===== config.mk =====
export PLATFORM = sky130hd
export DESIGN_NAME = mccs_core_sequencer
export DESIGN_NICKNAME = d
export VERILOG_FILES = /design/src/mccs_pkg.sv /design/src/mccs_branch_unit.sv /design/src/mccs_core_sequencer.sv
export SDC_FILE = /design/constraint.sdc
export NUM_CORES = 1
export LEC_CHECK = 0
export BUFFER_PORTS_ARGS = -buffer_cell sky130_fd_sc_hd__buf_2
export CAP_MARGIN = 30
export CORE_UTILIZATION = 54
export DETAILED_ROUTE_END_ITERATION = 10
export PLACE_DENSITY_LB_ADDON = 0.08
export REMOVE_ABC_BUFFERS = 1
export SETUP_SLACK_MARGIN = 0.02
export SKIP_CTS_REPAIR_TIMING = 1
export SLEW_MARGIN = 0
export SYNTH_ARGS = -nofsm -noshare
export SYNTH_HDL_FRONTEND = slang
export SYNTH_SLANG_ARGS = --single-unit

===== constraint.sdc =====
create_clock -name ref_clk -period 3 [get_ports ref_clk]
set_input_delay 0.45 -clock ref_clk [delete_from_list [all_inputs] [get_ports ref_clk]]
set_output_delay 0.45 -clock ref_clk [all_outputs]
set_load 0.01 [all_outputs]

===== src/mccs_pkg.sv =====
// mccs_pkg: constants and types of the machine-cycle sequencer.
// assumes one oscillator clock drives the core and its internal bus.
package mccs_pkg;

  // ---------------------------------------------------------------
  // machine cycle shape
  // ---------------------------------------------------------------
  localparam int unsigned STATES_PER_CYCLE = 6;  // s1..s6
  localparam int unsigned PHASES_PER_STATE = 2;  // phase 1 / phase 2
  localparam int unsigned TICKS_PER_CYCLE  =
    STATES_PER_CYCLE * PHASES_PER_STATE;         // 12 osc periods
  localparam int unsigned TICK_W = 4;            // holds 0..11

  // tick index of a state/phase: (state-1)*2 + (phase-1)
  function automatic logic [TICK_W-1:0] tick_of(int unsigned st,
                                                int unsigned ph);
    tick_of = TICK_W'((st - 1) * PHASES_PER_STATE + (ph - 1));
  endfunction

  localparam logic [TICK_W-1:0] TICK_LAST  = tick_of(6, 2);
  // code fetch slots: address latch in phase 1, strobe in phase 2
  localparam logic [TICK_W-1:0] F1_LATCH   = tick_of(1, 1);
  localparam logic [TICK_W-1:0] F1_STROBE  = tick_of(1, 2);
  localparam logic [TICK_W-1:0] F2_LATCH   = tick_of(4, 1);
  localparam logic [TICK_W-1:0] F2_STROBE  = tick_of(4, 2);
  // external data cycle: latch in s1p1, strobe s3p1..s5p2
  localparam logic [TICK_W-1:0] X_LATCH    = tick_of(1, 1);
  localparam logic [TICK_W-1:0] X_STB_FROM = tick_of(3, 1);
  localparam logic [TICK_W-1:0] X_STB_TO   = tick_of(5, 2);

  // ---------------------------------------------------------------
  // instruction bytes and cycles
  // ---------------------------------------------------------------
  localparam logic [1:0] LEN_ONE   = 2'h1;
  localparam logic [1:0] LEN_THREE = 2'h3;
  localparam logic [1:0] CYC_ONE   = 2'h1;

  // ---------------------------------------------------------------
  // special register space
  // ---------------------------------------------------------------
  localparam logic [7:0] SREG_BASE   = 8'h80;
  // one bit per address 0x80..0xff, set where a register exists
  localparam logic [127:0] SREG_IMPL_MASK =
    128'h0001ffc3f0053f01019f4dff0ffb3f8f;
  localparam logic [2:0] SREG_ROW_HEAD = 3'h0;  // bit-addressable col

  // ---------------------------------------------------------------
  // enumerations
  // ---------------------------------------------------------------
  typedef enum logic [1:0] {
    MCCS_STG_FIRST = 2'b00,   // first machine cycle of instruction
    MCCS_STG_MORE  = 2'b01,   // later cycle, code fetches continue
    MCCS_STG_XDATA = 2'b10    // external data cycle, no fetch
  } mccs_stage_e;

  typedef enum logic [2:0] {
    MCCS_BR_NONE   = 3'b000,
    MCCS_BR_ACC_Z  = 3'b001,  // branch_if_acc_zero
    MCCS_BR_ACC_NZ = 3'b010,  // branch_if_acc_nonzero
    MCCS_BR_DEC_NZ = 3'b011,  // decrement_branch_nonzero
    MCCS_BR_CMP_NE = 3'b100   // compare_branch_unequal
  } mccs_branch_e;

endpackage


===== src/mccs_branch_unit.sv =====
// mccs_branch_unit: combinational evaluation of conditional branches.
// assumes operands are stable in the cycle that execution completes.
`timescale 1ns/1ps
module mccs_branch_unit (
  input  wire mccs_pkg::mccs_branch_e kind,      // branch flavour
  input  wire logic [7:0]             acc,       // accumulator
  input  wire logic [7:0]             src_byte,  // direct/register
  input  wire logic [7:0]             cmp_byte,  // second compare op
  input  wire logic [7:0]             offset,    // signed rel byte
  input  wire logic [15:0]            next_pc,   // after the branch
  output logic                        take,      // branch taken
  output logic [15:0]                 target,    // destination
  output logic                        carry_we,  // carry is written
  output logic                        carry_val, // new carry
  output logic                        dec_we,    // decremented byte
  output logic [7:0]                  dec_val    // value written
);

  // ---------------------------------------------------------------
  // condition evaluation
  // ---------------------------------------------------------------
  logic [7:0] dec_byte;  // operand minus one, wraps at zero

  // sign-extend once and add; wrap at 64k like the pc itself
  assign target = next_pc + {{8{offset[7]}}, offset};
  assign dec_byte = src_byte - 8'h01;

  // one case per flavour; no zero flag exists so acc is tested
  always_comb begin
    take      = 1'b0;
    carry_we  = 1'b0;
    carry_val = 1'b0;
    dec_we    = 1'b0;
    dec_val   = dec_byte;
    case (kind)
      mccs_pkg::MCCS_BR_ACC_Z: begin
        take = (acc == 8'h00);
      end
      mccs_pkg::MCCS_BR_ACC_NZ: begin
        take = (acc != 8'h00);
      end
      mccs_pkg::MCCS_BR_DEC_NZ: begin
        dec_we = 1'b1;
        take   = (dec_byte != 8'h00);
      end
      mccs_pkg::MCCS_BR_CMP_NE: begin
        take      = (src_byte != cmp_byte);
        carry_we  = 1'b1;
        carry_val = (src_byte < cmp_byte);
      end
      default: begin
        take = 1'b0;
      end
    endcase
  end

endmodule


===== src/mccs_core_sequencer.sv =====
// mccs_core_sequencer: machine-cycle timing of the 8-bit core, code
// fetches and external data moves on the internal bus, branch
// completion and special register write gating.
// assumes the memory_logic_module and the opcode decoder run on
// ref_clk and answer combinationally within one oscillator period.
//
// Contract
// - six two-period states make one machine cycle
// - every state has phase one and phase two
// - two code fetches in every machine cycle but a move's second
// - surplus fetched byte dropped, pc held
// - opcode latched into instruction register in s1
// - second fetch s4, execution ends after s6
// - external data move: two cycles, second fetchless
// - fetches skipped only in that second cycle
// - decrement-and-branch taken when result nonzero
// - internal bus: address, data, five strobes
// - writes to unimplemented special registers ignored
// - row heads 0x80..0xf8 are bit-addressable
// - compare branch taken when operands differ
// - compare sets carry when first is smaller
// - accumulator branches test accumulator directly
// - signed offset added to following address
`timescale 1ns/1ps
module mccs_core_sequencer #(
  parameter int unsigned ADDR_W = 16,  // internal address width
  parameter int unsigned DATA_W = 8    // internal data width
) (
  input  wire logic                   ref_clk,      // oscillator
  input  wire logic                   rst_n,        // async reset
  // decoder answers for the opcode held in instr_reg
  input  wire logic [1:0]             dec_len,      // bytes 1..3
  input  wire logic [1:0]             dec_cycles,   // cycles 1..2
  input  wire logic                   dec_xmove,    // ext data move
  input  wire logic                   dec_xwrite,   // move is a write
  input  wire mccs_pkg::mccs_branch_e dec_branch,   // branch flavour
  // datapath operands
  input  wire logic [7:0]             acc,          // accumulator
  input  wire logic [7:0]             src_byte,     // branch operand
  input  wire logic [7:0]             cmp_byte,     // compare operand
  input  wire logic [15:0]            xdata_addr,   // move address
  input  wire logic [7:0]             xdata_wdata,  // move write data
  // internal bus to the memory_logic_module
  output logic [15:0]                 bus_addr,     // a0..a15
  output logic [7:0]                  bus_wdata,    // d0..d7 out
  output logic                        bus_wdata_oe, // d0..d7 driven
  input  wire logic [7:0]             bus_rdata,    // d0..d7 in
  output logic                        bus_rd_n,     // data read
  output logic                        bus_wr_n,     // data write
  output logic                        program_store_strobe_n,
  output logic                        bus_ale,      // address latch
  output logic                        bus_reset_n,  // module reset
  // sequencer status
  output logic [3:0]                  seq_state,    // 1..6
  output logic                        seq_phase2,   // second half
  output logic [7:0]                  instr_reg,    // opcode
  output logic [15:0]                 prog_counter, // pc
  output logic                        exec_done,    // end pulse
  output logic                        branch_taken, // with exec_done
  output logic [7:0]                  xdata_rdata,  // move read data
  output logic                        wb_dec_en,    // write wb_dec
  output logic [7:0]                  wb_dec,       // decremented
  output logic                        carry_en,     // write carry
  output logic                        carry_val,    // new carry
  // special_register_space access from the datapath
  input  wire logic                   sreg_wr_req,  // write request
  input  wire logic [7:0]             sreg_addr,    // byte address
  input  wire logic [7:0]             sreg_rd_in,   // register data
  output logic                        sreg_wr_en,   // gated write
  output logic                        sreg_bit_ok,  // bit access ok
  output logic [7:0]                  sreg_rd_data  // read answer
);

  // ---------------------------------------------------------------
  // elaboration checks
  // ---------------------------------------------------------------
  // the fetch counter and bus widths are fixed by the core
  if (ADDR_W != 16 || DATA_W != 8) begin : g_width_check
    $error("mccs_core_sequencer supports 16-bit address, 8-bit data");
  end

  // ---------------------------------------------------------------
  // state record
  // ---------------------------------------------------------------
  typedef struct packed {
    logic [mccs_pkg::TICK_W-1:0] tick;      // oscillator period 0..11
    mccs_pkg::mccs_stage_e       stage;     // cycle kind
    logic [1:0]                  mcyc;      // cycle within instr
    logic [1:0]                  byte_idx;  // bytes consumed
    logic [7:0]                  ir;        // opcode
    logic [7:0]                  opnd1;     // second code byte
    logic [7:0]                  opnd2;     // third code byte
    logic [15:0]                 pc;        // program counter
    logic [15:0]                 addr;      // address on the bus
    logic [7:0]                  wdata;     // move write data
    logic [7:0]                  rdata;     // move read data
    logic                        xwr;       // move direction held
    logic                        done;      // exec_done pulse
    logic                        taken;     // branch taken pulse
    logic                        dec_en;    // write-back strobe
    logic [7:0]                  dec;       // write-back value
    logic                        cy_en;     // carry strobe
    logic                        cy;        // carry value
    logic                        rst_out_n; // module reset release
  } mccs_seq_s;

  mccs_seq_s s;       // registered state
  mccs_seq_s next_s;  // value for the next edge

  // ---------------------------------------------------------------
  // helpers
  // ---------------------------------------------------------------
  // capture edge of a code fetch slot; never in the data cycle
  function automatic logic is_fetch_strobe(
    logic [mccs_pkg::TICK_W-1:0] t, mccs_pkg::mccs_stage_e st);
    is_fetch_strobe = (st != mccs_pkg::MCCS_STG_XDATA) &&
                      (t == mccs_pkg::F1_STROBE ||
                       t == mccs_pkg::F2_STROBE);
  endfunction

  // address latch slot of a code fetch
  function automatic logic is_fetch_latch(
    logic [mccs_pkg::TICK_W-1:0] t, mccs_pkg::mccs_stage_e st);
    is_fetch_latch = (st != mccs_pkg::MCCS_STG_XDATA) &&
                     (t == mccs_pkg::F1_LATCH ||
                      t == mccs_pkg::F2_LATCH);
  endfunction

  // true when a special register exists at the address
  function automatic logic sreg_implemented(logic [7:0] a);
    sreg_implemented = a[7] &&
      mccs_pkg::SREG_IMPL_MASK[7'(a - mccs_pkg::SREG_BASE)];
  endfunction

  // ---------------------------------------------------------------
  // branch evaluation
  // ---------------------------------------------------------------
  logic        br_take;      // condition met
  logic [15:0] br_target;    // pc of destination
  logic        br_carry_we;  // compare writes carry
  logic        br_carry;     // compare result
  logic        br_dec_we;    // decrement writes back
  logic [7:0]  br_dec;       // decremented operand
  logic [7:0]  br_offset;    // relative byte, always the last one

  assign br_offset = (dec_len == mccs_pkg::LEN_THREE) ? s.opnd2
                                                      : s.opnd1;

  // pc already points past the last byte when execution ends
  mccs_branch_unit u_branch (
    .kind      (dec_branch),
    .acc       (acc),
    .src_byte  (src_byte),
    .cmp_byte  (cmp_byte),
    .offset    (br_offset),
    .next_pc   (s.pc),
    .take      (br_take),
    .target    (br_target),
    .carry_we  (br_carry_we),
    .carry_val (br_carry),
    .dec_we    (br_dec_we),
    .dec_val   (br_dec)
  );

  // ---------------------------------------------------------------
  // next-state logic
  // ---------------------------------------------------------------
  logic last_tick;  // end of s6 phase 2
  logic finish;     // instruction completes this edge

  // walks the twelve periods and the fetch/execute slots
  always_comb begin
    next_s           = s;
    next_s.done      = 1'b0;
    next_s.taken     = 1'b0;
    next_s.dec_en    = 1'b0;
    next_s.cy_en     = 1'b0;
    next_s.rst_out_n = 1'b1;
    last_tick        = (s.tick == mccs_pkg::TICK_LAST);
    finish           = 1'b0;

    // twelve periods, two per state
    if (last_tick) begin
      next_s.tick = '0;
    end else begin
      next_s.tick = s.tick + 1'b1;
    end

    // code byte arrives at the end of a strobe phase
    if (is_fetch_strobe(s.tick, s.stage)) begin
      if (s.stage == mccs_pkg::MCCS_STG_FIRST &&
          s.mcyc == 2'h0 && s.tick == mccs_pkg::F1_STROBE) begin
        next_s.ir       = bus_rdata;
        next_s.pc       = s.pc + 16'h0001;
        next_s.byte_idx = 2'h1;
      end else if (s.byte_idx < dec_len) begin
        if (s.byte_idx == mccs_pkg::LEN_ONE) begin
          next_s.opnd1 = bus_rdata;
        end else begin
          next_s.opnd2 = bus_rdata;
        end
        next_s.pc       = s.pc + 16'h0001;
        next_s.byte_idx = s.byte_idx + 2'h1;
      end
      // otherwise the byte is surplus: dropped, pc held
    end

    // external data cycle: hold direction and data, catch reads
    if (s.stage == mccs_pkg::MCCS_STG_XDATA) begin
      if (s.tick == mccs_pkg::X_LATCH) begin
        next_s.wdata = xdata_wdata;
        next_s.xwr   = dec_xwrite;
      end
      if (s.tick == mccs_pkg::X_STB_TO && !s.xwr) begin
        next_s.rdata = bus_rdata;
      end
    end

    // machine cycle boundary
    if (last_tick) begin
      if (s.mcyc + 2'h1 < dec_cycles) begin
        next_s.mcyc = s.mcyc + 2'h1;
        // only the move's second cycle skips fetching
        next_s.stage = dec_xmove ? mccs_pkg::MCCS_STG_XDATA
                                 : mccs_pkg::MCCS_STG_MORE;
      end else begin
        finish = 1'b1;  // ends with s6 of the last cycle
      end
    end

    // retire the instruction and resolve any branch
    if (finish) begin
      next_s.done     = 1'b1;
      next_s.mcyc     = 2'h0;
      next_s.byte_idx = 2'h0;
      next_s.stage    = mccs_pkg::MCCS_STG_FIRST;
      next_s.dec_en   = br_dec_we;
      next_s.dec      = br_dec;
      next_s.cy_en    = br_carry_we;
      next_s.cy       = br_carry;
      if (br_take) begin
        next_s.taken = 1'b1;
        next_s.pc    = br_target;
      end
    end

    // bus address is registered: move address or next code byte
    if (next_s.stage == mccs_pkg::MCCS_STG_XDATA) begin
      next_s.addr = (s.stage == mccs_pkg::MCCS_STG_XDATA) ? s.addr
                                                         : xdata_addr;
    end else begin
      next_s.addr = next_s.pc;
    end
  end

  // ---------------------------------------------------------------
  // state register
  // ---------------------------------------------------------------
  // reset lands on s1 phase 1 of a fresh cycle, first fetch slot
  always_ff @(posedge ref_clk or negedge rst_n) begin
    if (!rst_n) begin
      s <= '0;
    end else begin
      s <= next_s;
    end
  end

  // ---------------------------------------------------------------
  // internal bus strobes
  // ---------------------------------------------------------------
  logic x_cycle;   // data cycle in progress
  logic x_window;  // data strobe window s3p1..s5p2

  assign x_cycle  = (s.stage == mccs_pkg::MCCS_STG_XDATA);
  assign x_window = x_cycle && s.tick >= mccs_pkg::X_STB_FROM &&
                    s.tick <= mccs_pkg::X_STB_TO;

  // strobes decode the registered tick, so they are glitch-limited
  // to one gate level; the module samples them on ref_clk anyway
  assign bus_ale = is_fetch_latch(s.tick, s.stage) ||
                   (x_cycle && s.tick == mccs_pkg::X_LATCH);
  assign program_store_strobe_n = !is_fetch_strobe(s.tick, s.stage);
  assign bus_rd_n     = !(x_window && !s.xwr);
  assign bus_wr_n     = !(x_window && s.xwr);
  assign bus_wdata_oe = x_window && s.xwr;
  assign bus_wdata    = s.wdata;
  assign bus_addr     = s.addr;
  assign bus_reset_n  = s.rst_out_n;

  // ---------------------------------------------------------------
  // status outputs
  // ---------------------------------------------------------------
  assign seq_state    = 4'((s.tick >> 1) + 1'b1);
  assign seq_phase2   = s.tick[0];
  assign instr_reg    = s.ir;
  assign prog_counter = s.pc;
  assign exec_done    = s.done;
  assign branch_taken = s.taken;
  assign xdata_rdata  = s.rdata;
  assign wb_dec_en    = s.dec_en;
  assign wb_dec       = s.dec;
  assign carry_en     = s.cy_en;
  assign carry_val    = s.cy;

  // ---------------------------------------------------------------
  // special register space
  // ---------------------------------------------------------------
  // holes swallow writes; reads of holes give zero, which is one
  // legal choice of undefined data and keeps simulation clean
  assign sreg_wr_en   = sreg_wr_req &&
                        sreg_implemented(sreg_addr);
  assign sreg_rd_data = sreg_implemented(sreg_addr) ? sreg_rd_in
                                                    : 8'h00;
  assign sreg_bit_ok  = sreg_addr[7] &&
    (sreg_addr[2:0] == mccs_pkg::SREG_ROW_HEAD);

endmodule


# After elaboration in Yosys (flattened, before gate mapping)

Memories as Yosys holds them, arrays and structs flattened.
Cells that the tools add are included.

Input bits: 84
ROM bits: 128
Register bits: 97
Memories: 1

Equal/unequal tests: 16
Mux-type cells: 29
Order comparisons: 6
Reduce and logical (&&, ||, !) cells: 38
Bitwise operators: 2
$add $sub $neg: 8

Memory list:

| name            | depth | width | rd ports | clocked after Yosys merged registers in | write ports | RTL line                   | source |
|---|---|---|---|---|---|---|---|
| (no name shown) | 128   | 1     | 1        | 0                                       | 0           | mccs_core_sequencer.sv:132 | `mccs_pkg::SREG_IMPL_MASK[7'(a - mccs_pkg::SREG_BASE)];` |

Operators by type and width:

| operator                                                              | number |
|---|---|
| 16-bit two-way mux                                                    | 6 |
| 42-bit two-way mux                                                    | 1 |
| 8-bit two-way mux                                                     | 5 |
| 32-bit two-way mux                                                    | 1 |
| 16-bit by 1-bit adder with 16-bit output (second input constant)      | 1 |
| 16-bit adder                                                          | 1 |
| 8-bit nonzero test                                                    | 2 |
| 1-bit logical AND                                                     | 13 |
| 13-bit two-way mux                                                    | 1 |
| 4-bit two-way mux                                                     | 3 |
| 2-bit AND reduction                                                   | 5 |
| 4-bit by 3-bit == test with 1-bit output (second input constant)      | 2 |
| 4-bit == test (second input constant)                                 | 2 |
| 8-bit zero test                                                       | 1 |
| 7-bit by 8-bit < comparator with 1-bit output (second input constant) | 1 |
| 8-bit < comparator                                                    | 1 |
| 8-bit inequality test                                                 | 1 |
| 4-bit AND reduction                                                   | 2 |
| 8-bit by 1-bit subtractor with 8-bit output (second input constant)   | 1 |
| 1-bit two-way mux                                                     | 7 |
| 7-bit by 1-bit subtractor with 7-bit output (second input constant)   | 1 |
| 2-bit == test (second input constant)                                 | 3 |
| 3-bit by 2-bit == test with 1-bit output (second input constant)      | 2 |
| 2-bit two-way mux                                                     | 3 |
| other kinds (21)                                                      | 33 |

# Depth between registers and ports, before layout

Depth in word-level cells: 8
Mapped depth: 11
Gate-level depth less buffers: 10

# Cells and area by module

From an unflattened synthesis, not the netlist that was laid out.

Cells, all modules: 664
Area, all modules: 6478.7 µm²

By module, submodules not included:

| module              | times used | cells each | area an instance (µm²) |
|---|---|---|---|
| mccs_core_sequencer | 1          | 498        | 5306.3 |
| mccs_branch_unit    | 1          | 166        | 1172.4 |

# Worst setup path after synthesis

Ideal clock, no wire load.

Kind: in2reg
Start point: input port dec_len[1]
End point: register s, in the netlist bus_addr[14]
Cell stages on the path: 10
Slack: 41 ps
Arrival: 2873 ps
Data required time: 2913 ps
Cells stage by stage: nand2_1 -> mux2_2 -> ha_1 -> fa_1 -> a211oi_1 -> o211ai_1 -> a32oi_1 -> a31oi_1 -> xnor2_1 -> a211oi_2

Word-level cells in the longest chain between the ends: 7

RTL lines:

| item                                                 | RTL line                   | source |
|---|---|---|
| from (decl)                                          | mccs_core_sequencer.sv:32  | `input wire logic [1:0] dec_len,` |
| branches (longest 5 deep; another with 16-bit adder) | --                         |  |
| 16-bit two-way mux (*)                               | mccs_core_sequencer.sv:232 | `if (finish) begin` |
| 16-bit two-way mux (*)                               | mccs_core_sequencer.sv:248 | `if (next_s.stage == mccs_pkg::MCCS_STG_XDATA) begin` |
| to (signal assigned)                                 | mccs_core_sequencer.sv:264 | `s <= next_s;` |
| to (decl)                                            | mccs_core_sequencer.sv:107 | `mccs_seq_s s;` |

Every way passes the cells marked *. The select of a mux whose other input is x is not followed.
A chain may end at the register's enable or synchronous reset.

# Worst setup path after layout

Start point: input port dec_len[1]
End point: register s, in the netlist bus_addr[15]

The elaborated chain is that of the path after synthesis.

==> qor.csv <==
stage;metric;value;unit
outcome;outcome;complete, but fails checks;
outcome;violations;DRC;
worst_setup_path;cp_slowest_cell;or3_1;
yosys;synth-adder-area-share;0.08114;
global_routing;grt_use_met2;0.4617;
die;core;0.01161;mm2
sta;fin_crit;2.718;ns
placed_design;preCtsSetupSlack;-0.07523;ns
yosys;synth_top_family_by_area;compound AO/OA/AOI/OAI gates;
global_routing;antenna_found_initial;0;
die;dieArea;0.01261;mm2
sta;finalMaxSlewViolations;0;
yosys;synth-xor-area-share;0.04400;
worst_setup_path;crit_chain;buf_2 > nand2_1 > buf_4 > mux2i_1 > buf_4 > inv_1 > buf_4 > ha_1 > a21oi_1 > o21ai_0 > a41o_1 > or3_1 > a21oi_1 > a311oi_1;
worst_setup_path;crit-reg2reg-launch;s[71]$_DFFE_PN0P_;
global_routing;grt_pass1_vias;5326;
worst_setup_path;worst-path-max-fanout;4;
finish;final_util;0.6648;
routing;viasPerCell;5.499;
global_routing;grt_remaining_overflow;0;
yosys;yosysSeqAreaShare;0.3695;
die;io_pins;174;
sta;setup_viol;0;
power_and_ir_drop;cellLeakagePower;3.989;nW
clock_tree;cts_root_buf;clkbuf_16;
finish;final_net_count;946;
finish;diodes;0;
clock_tree;numCtsBuffers;9;
placed_design;dp_cells;952;
routing;wirelength;15820;um
power_and_ir_drop;powerDensity;752.2;mW/mm2
worst_setup_path;crit_family;compound AO/OA/AOI/OAI gates;
global_routing;top_usage_layer;met2;
finish;largest_register_ffs;26;
yosys;synth-simple-area-share;0.1398;
global_routing;grtUsageMet3;0.05400;
worst_setup_path;r2r_cells;10;
finish;synthToLayoutAreaGrowth;17.54;%
placed_design;port_buffers;173;
global_routing;grt_max_degree;48;
yosys;yosysWarnings;0;
placed_design;hpwl;12310;um
clock_tree;clk_latency;0.35;ns
die;die_h;112.3;um
worst_setup_path;reg2reg_slack;0.29;ns
sta;fin_skew;0.004862;ns
yosys;syn_inst;672;
finish;drive_gt1_frac;0.3786;
sta;post-route-period-util;0.9060;
yosys;ys_types;67;
routing;vias;5318;
sta;rsz0062_at_grt;false;
yosys;synth_area;0.006569;mm2
die;dieWidth;112.3;um
clock_tree;path_clk_slew;0.07;ns
global_routing;grt_pass1_wl;25810;um
worst_setup_path;crit_path_max_incr_delay;0.35;ns
yosys;ys_ff_latch;97;
worst_setup_path;reg2reg_to;prog_counter[10]$_DFF_PN0_;
sta;tightestPinTransition;0.6375;ns
sta;setup_ws;0.2821;ns
finish;fillCellCount;962;
worst_setup_path;arrival;2.94;ns
die;rows;39;
sta;max-slew-margin-rel;0.5717;
routing;postRouteAntennaNets;0;
worst_setup_path;start_kind;input port;
power_and_ir_drop;peakVddDrop;344.7;uV
clock_tree;clock-sinks;97;
yosys;syn_avg_cell_area;9.775;um2
worst_setup_path;critical_path_class;in -> reg;
yosys;synthFlopType;dfrtp_1;
sta;hold_violations;0;
die;start_util;0.5656;
clock_tree;clock_path_buffers;2;
yosys;synth_async_sr_flop_share;1.000;
finish;regMostFlops;s;
worst_setup_path;crit_top_cell;buf_4;
yosys;synth_edf_count;0;
routing;drtPass1Iterations;8;
routing;drtIter0Drc;237;
clock_tree;htree_num_levels;3;
finish;post_layout_nonfiller_instances;967;
worst_setup_path;cp-end-kind;flip-flop;
global_routing;grt.met1_usage;0.3196;
finish;multi_input_area;0.003433;mm2
routing;drc_errors;4;
flow_run;drv_cap;0;
finish;final_common_cell;buf_2;
worst_setup_path;cp_num_buf_inv;5;
yosys;muxShareOfSynthArea;0.1103;
yosys;synth_compound_area_frac;0.1459;
finish;regArea;0.002427;mm2
sta;fmax;367.9;MHz
clock_tree;tritoncts;built;
routing;wl_per_cell;16.36;um
placed_design;gp_routability_congestion;0.8719;
finish;mostFrequentLayoutCells;buf_2 (172), dfrtp_1 (97), mux2_2 (57), buf_4 (50), nand2_1 (49);
worst_setup_path;crit_required;3.22;ns
global_routing;grt.total_usage;0.2628;
min_path;hold_path.class;in -> async;
[final cells by class]
type	count	share of cell area
Inverter	33	0.01604
Timing Repair Buffer	223	0.1627
Clock inverter	5	0.008102
Sequential cell	97	0.3144
Multi-Input combinational cell	456	0.4447
Clock buffer	10	0.03095
Tap cell	143	0.02317
[cell families after synthesis]
group / after synthesis
AO/OA/AOI/OAI: 142
XOR/XNOR: 33
adder cells (fa/ha/maj): 42
buffers and inverters: 119
flip-flops: 97
multiplexers: 64
other: 1
AND/OR/NAND/NOR: 174
[metal layers]
metal  share of wire  vias to the layer above
met5               0                        -
met4           0.020                        0
met3           0.052                       21
met2            0.50                      129
met1            0.43                     2549
li1                -                     2619
[synthesized netlist by cell type (4+ instances only)]
cell        n  area [um2]
dfrtp_1    97        2427
buf_4      66       495.5
mux2_2     57       641.9
nand2_1    49       183.9
ha_1       41       513.0
a21oi_1    40       200.2
nor2_1     40       150.1
inv_1      33       123.9
o21ai_0    27       135.1
xnor2_1    25       219.0
and3_1     13       81.33
a211oi_1   12       90.09
clkbuf_1   12       45.04
nand3_1    12       60.06
a21o_1     11       82.58
and2_1     11       68.82
nand3b_1    8       60.06
xor2_1      8       70.07
o211ai_1    7       52.55
a311oi_1    6       52.55
mux2i_1     6       60.06
nand4_1     6       37.54
nor3_1      6       30.03
nand2b_1    5       31.28
o2111ai_1   5       43.79
buf_2       4       20.02
o211a_1     4       40.04
[power breakdown]
group | leakage [nW] | internal (mW) | switching (mW)
clock | 0.147 | 0.673 | 0.535
sequential | 1.22 | 1.64 | 0.260
combinational | 2.62 | 1.37 | 1.33
total | 3.99 | 3.69 | 2.12
[worst register-to-register path, delay by kind of cell (launching register included)]
kind / cells / cell delay [ns]
AO/OA/AOI/OAI: 4 / 0.83
adder cells (fa/ha/maj): 2 / 0.64
multiplexers: 2 / 0.53
flip-flops: 1 / 0.38
buffers and inverters: 1 / 0.16
AND/OR/NAND/NOR: 1 / 0.06
[through the flow]
step           instance area [um2]  power, mW  TNS, ns  hold WS [ns]
6_report                      7721      5.808        0       0.09841
5_1_grt                       7721      6.212        0        0.1553
4_1_cts                       7721      5.845        0        0.1279
3_5_place_dp                  7420      4.626  -0.3987        0.4744
3_3_place_gp                  7420      4.554  -0.1108        0.4582
2_1_floorplan                 5978      3.513   -3.595        0.1544
[worst max-delay path by stage]
stage	start	to	cells past startpoint
CTS	dec_len[1]	bus_addr[15]$_DFFE_PN0P_	14
floorplan	s[89]$_DFFE_PN0P_	bus_addr[3]$_DFFE_PN0P_	9
finish	dec_len[1]	bus_addr[15]$_DFFE_PN0P_	14
global route	dec_len[1]	bus_addr[13]$_DFFE_PN0P_	14
detailed placement	dec_len[1]	prog_counter[10]$_DFF_PN0_	12
global placement	dec_len[1]	prog_counter[10]$_DFF_PN0_	12
(Power assumes the default switching activity.)
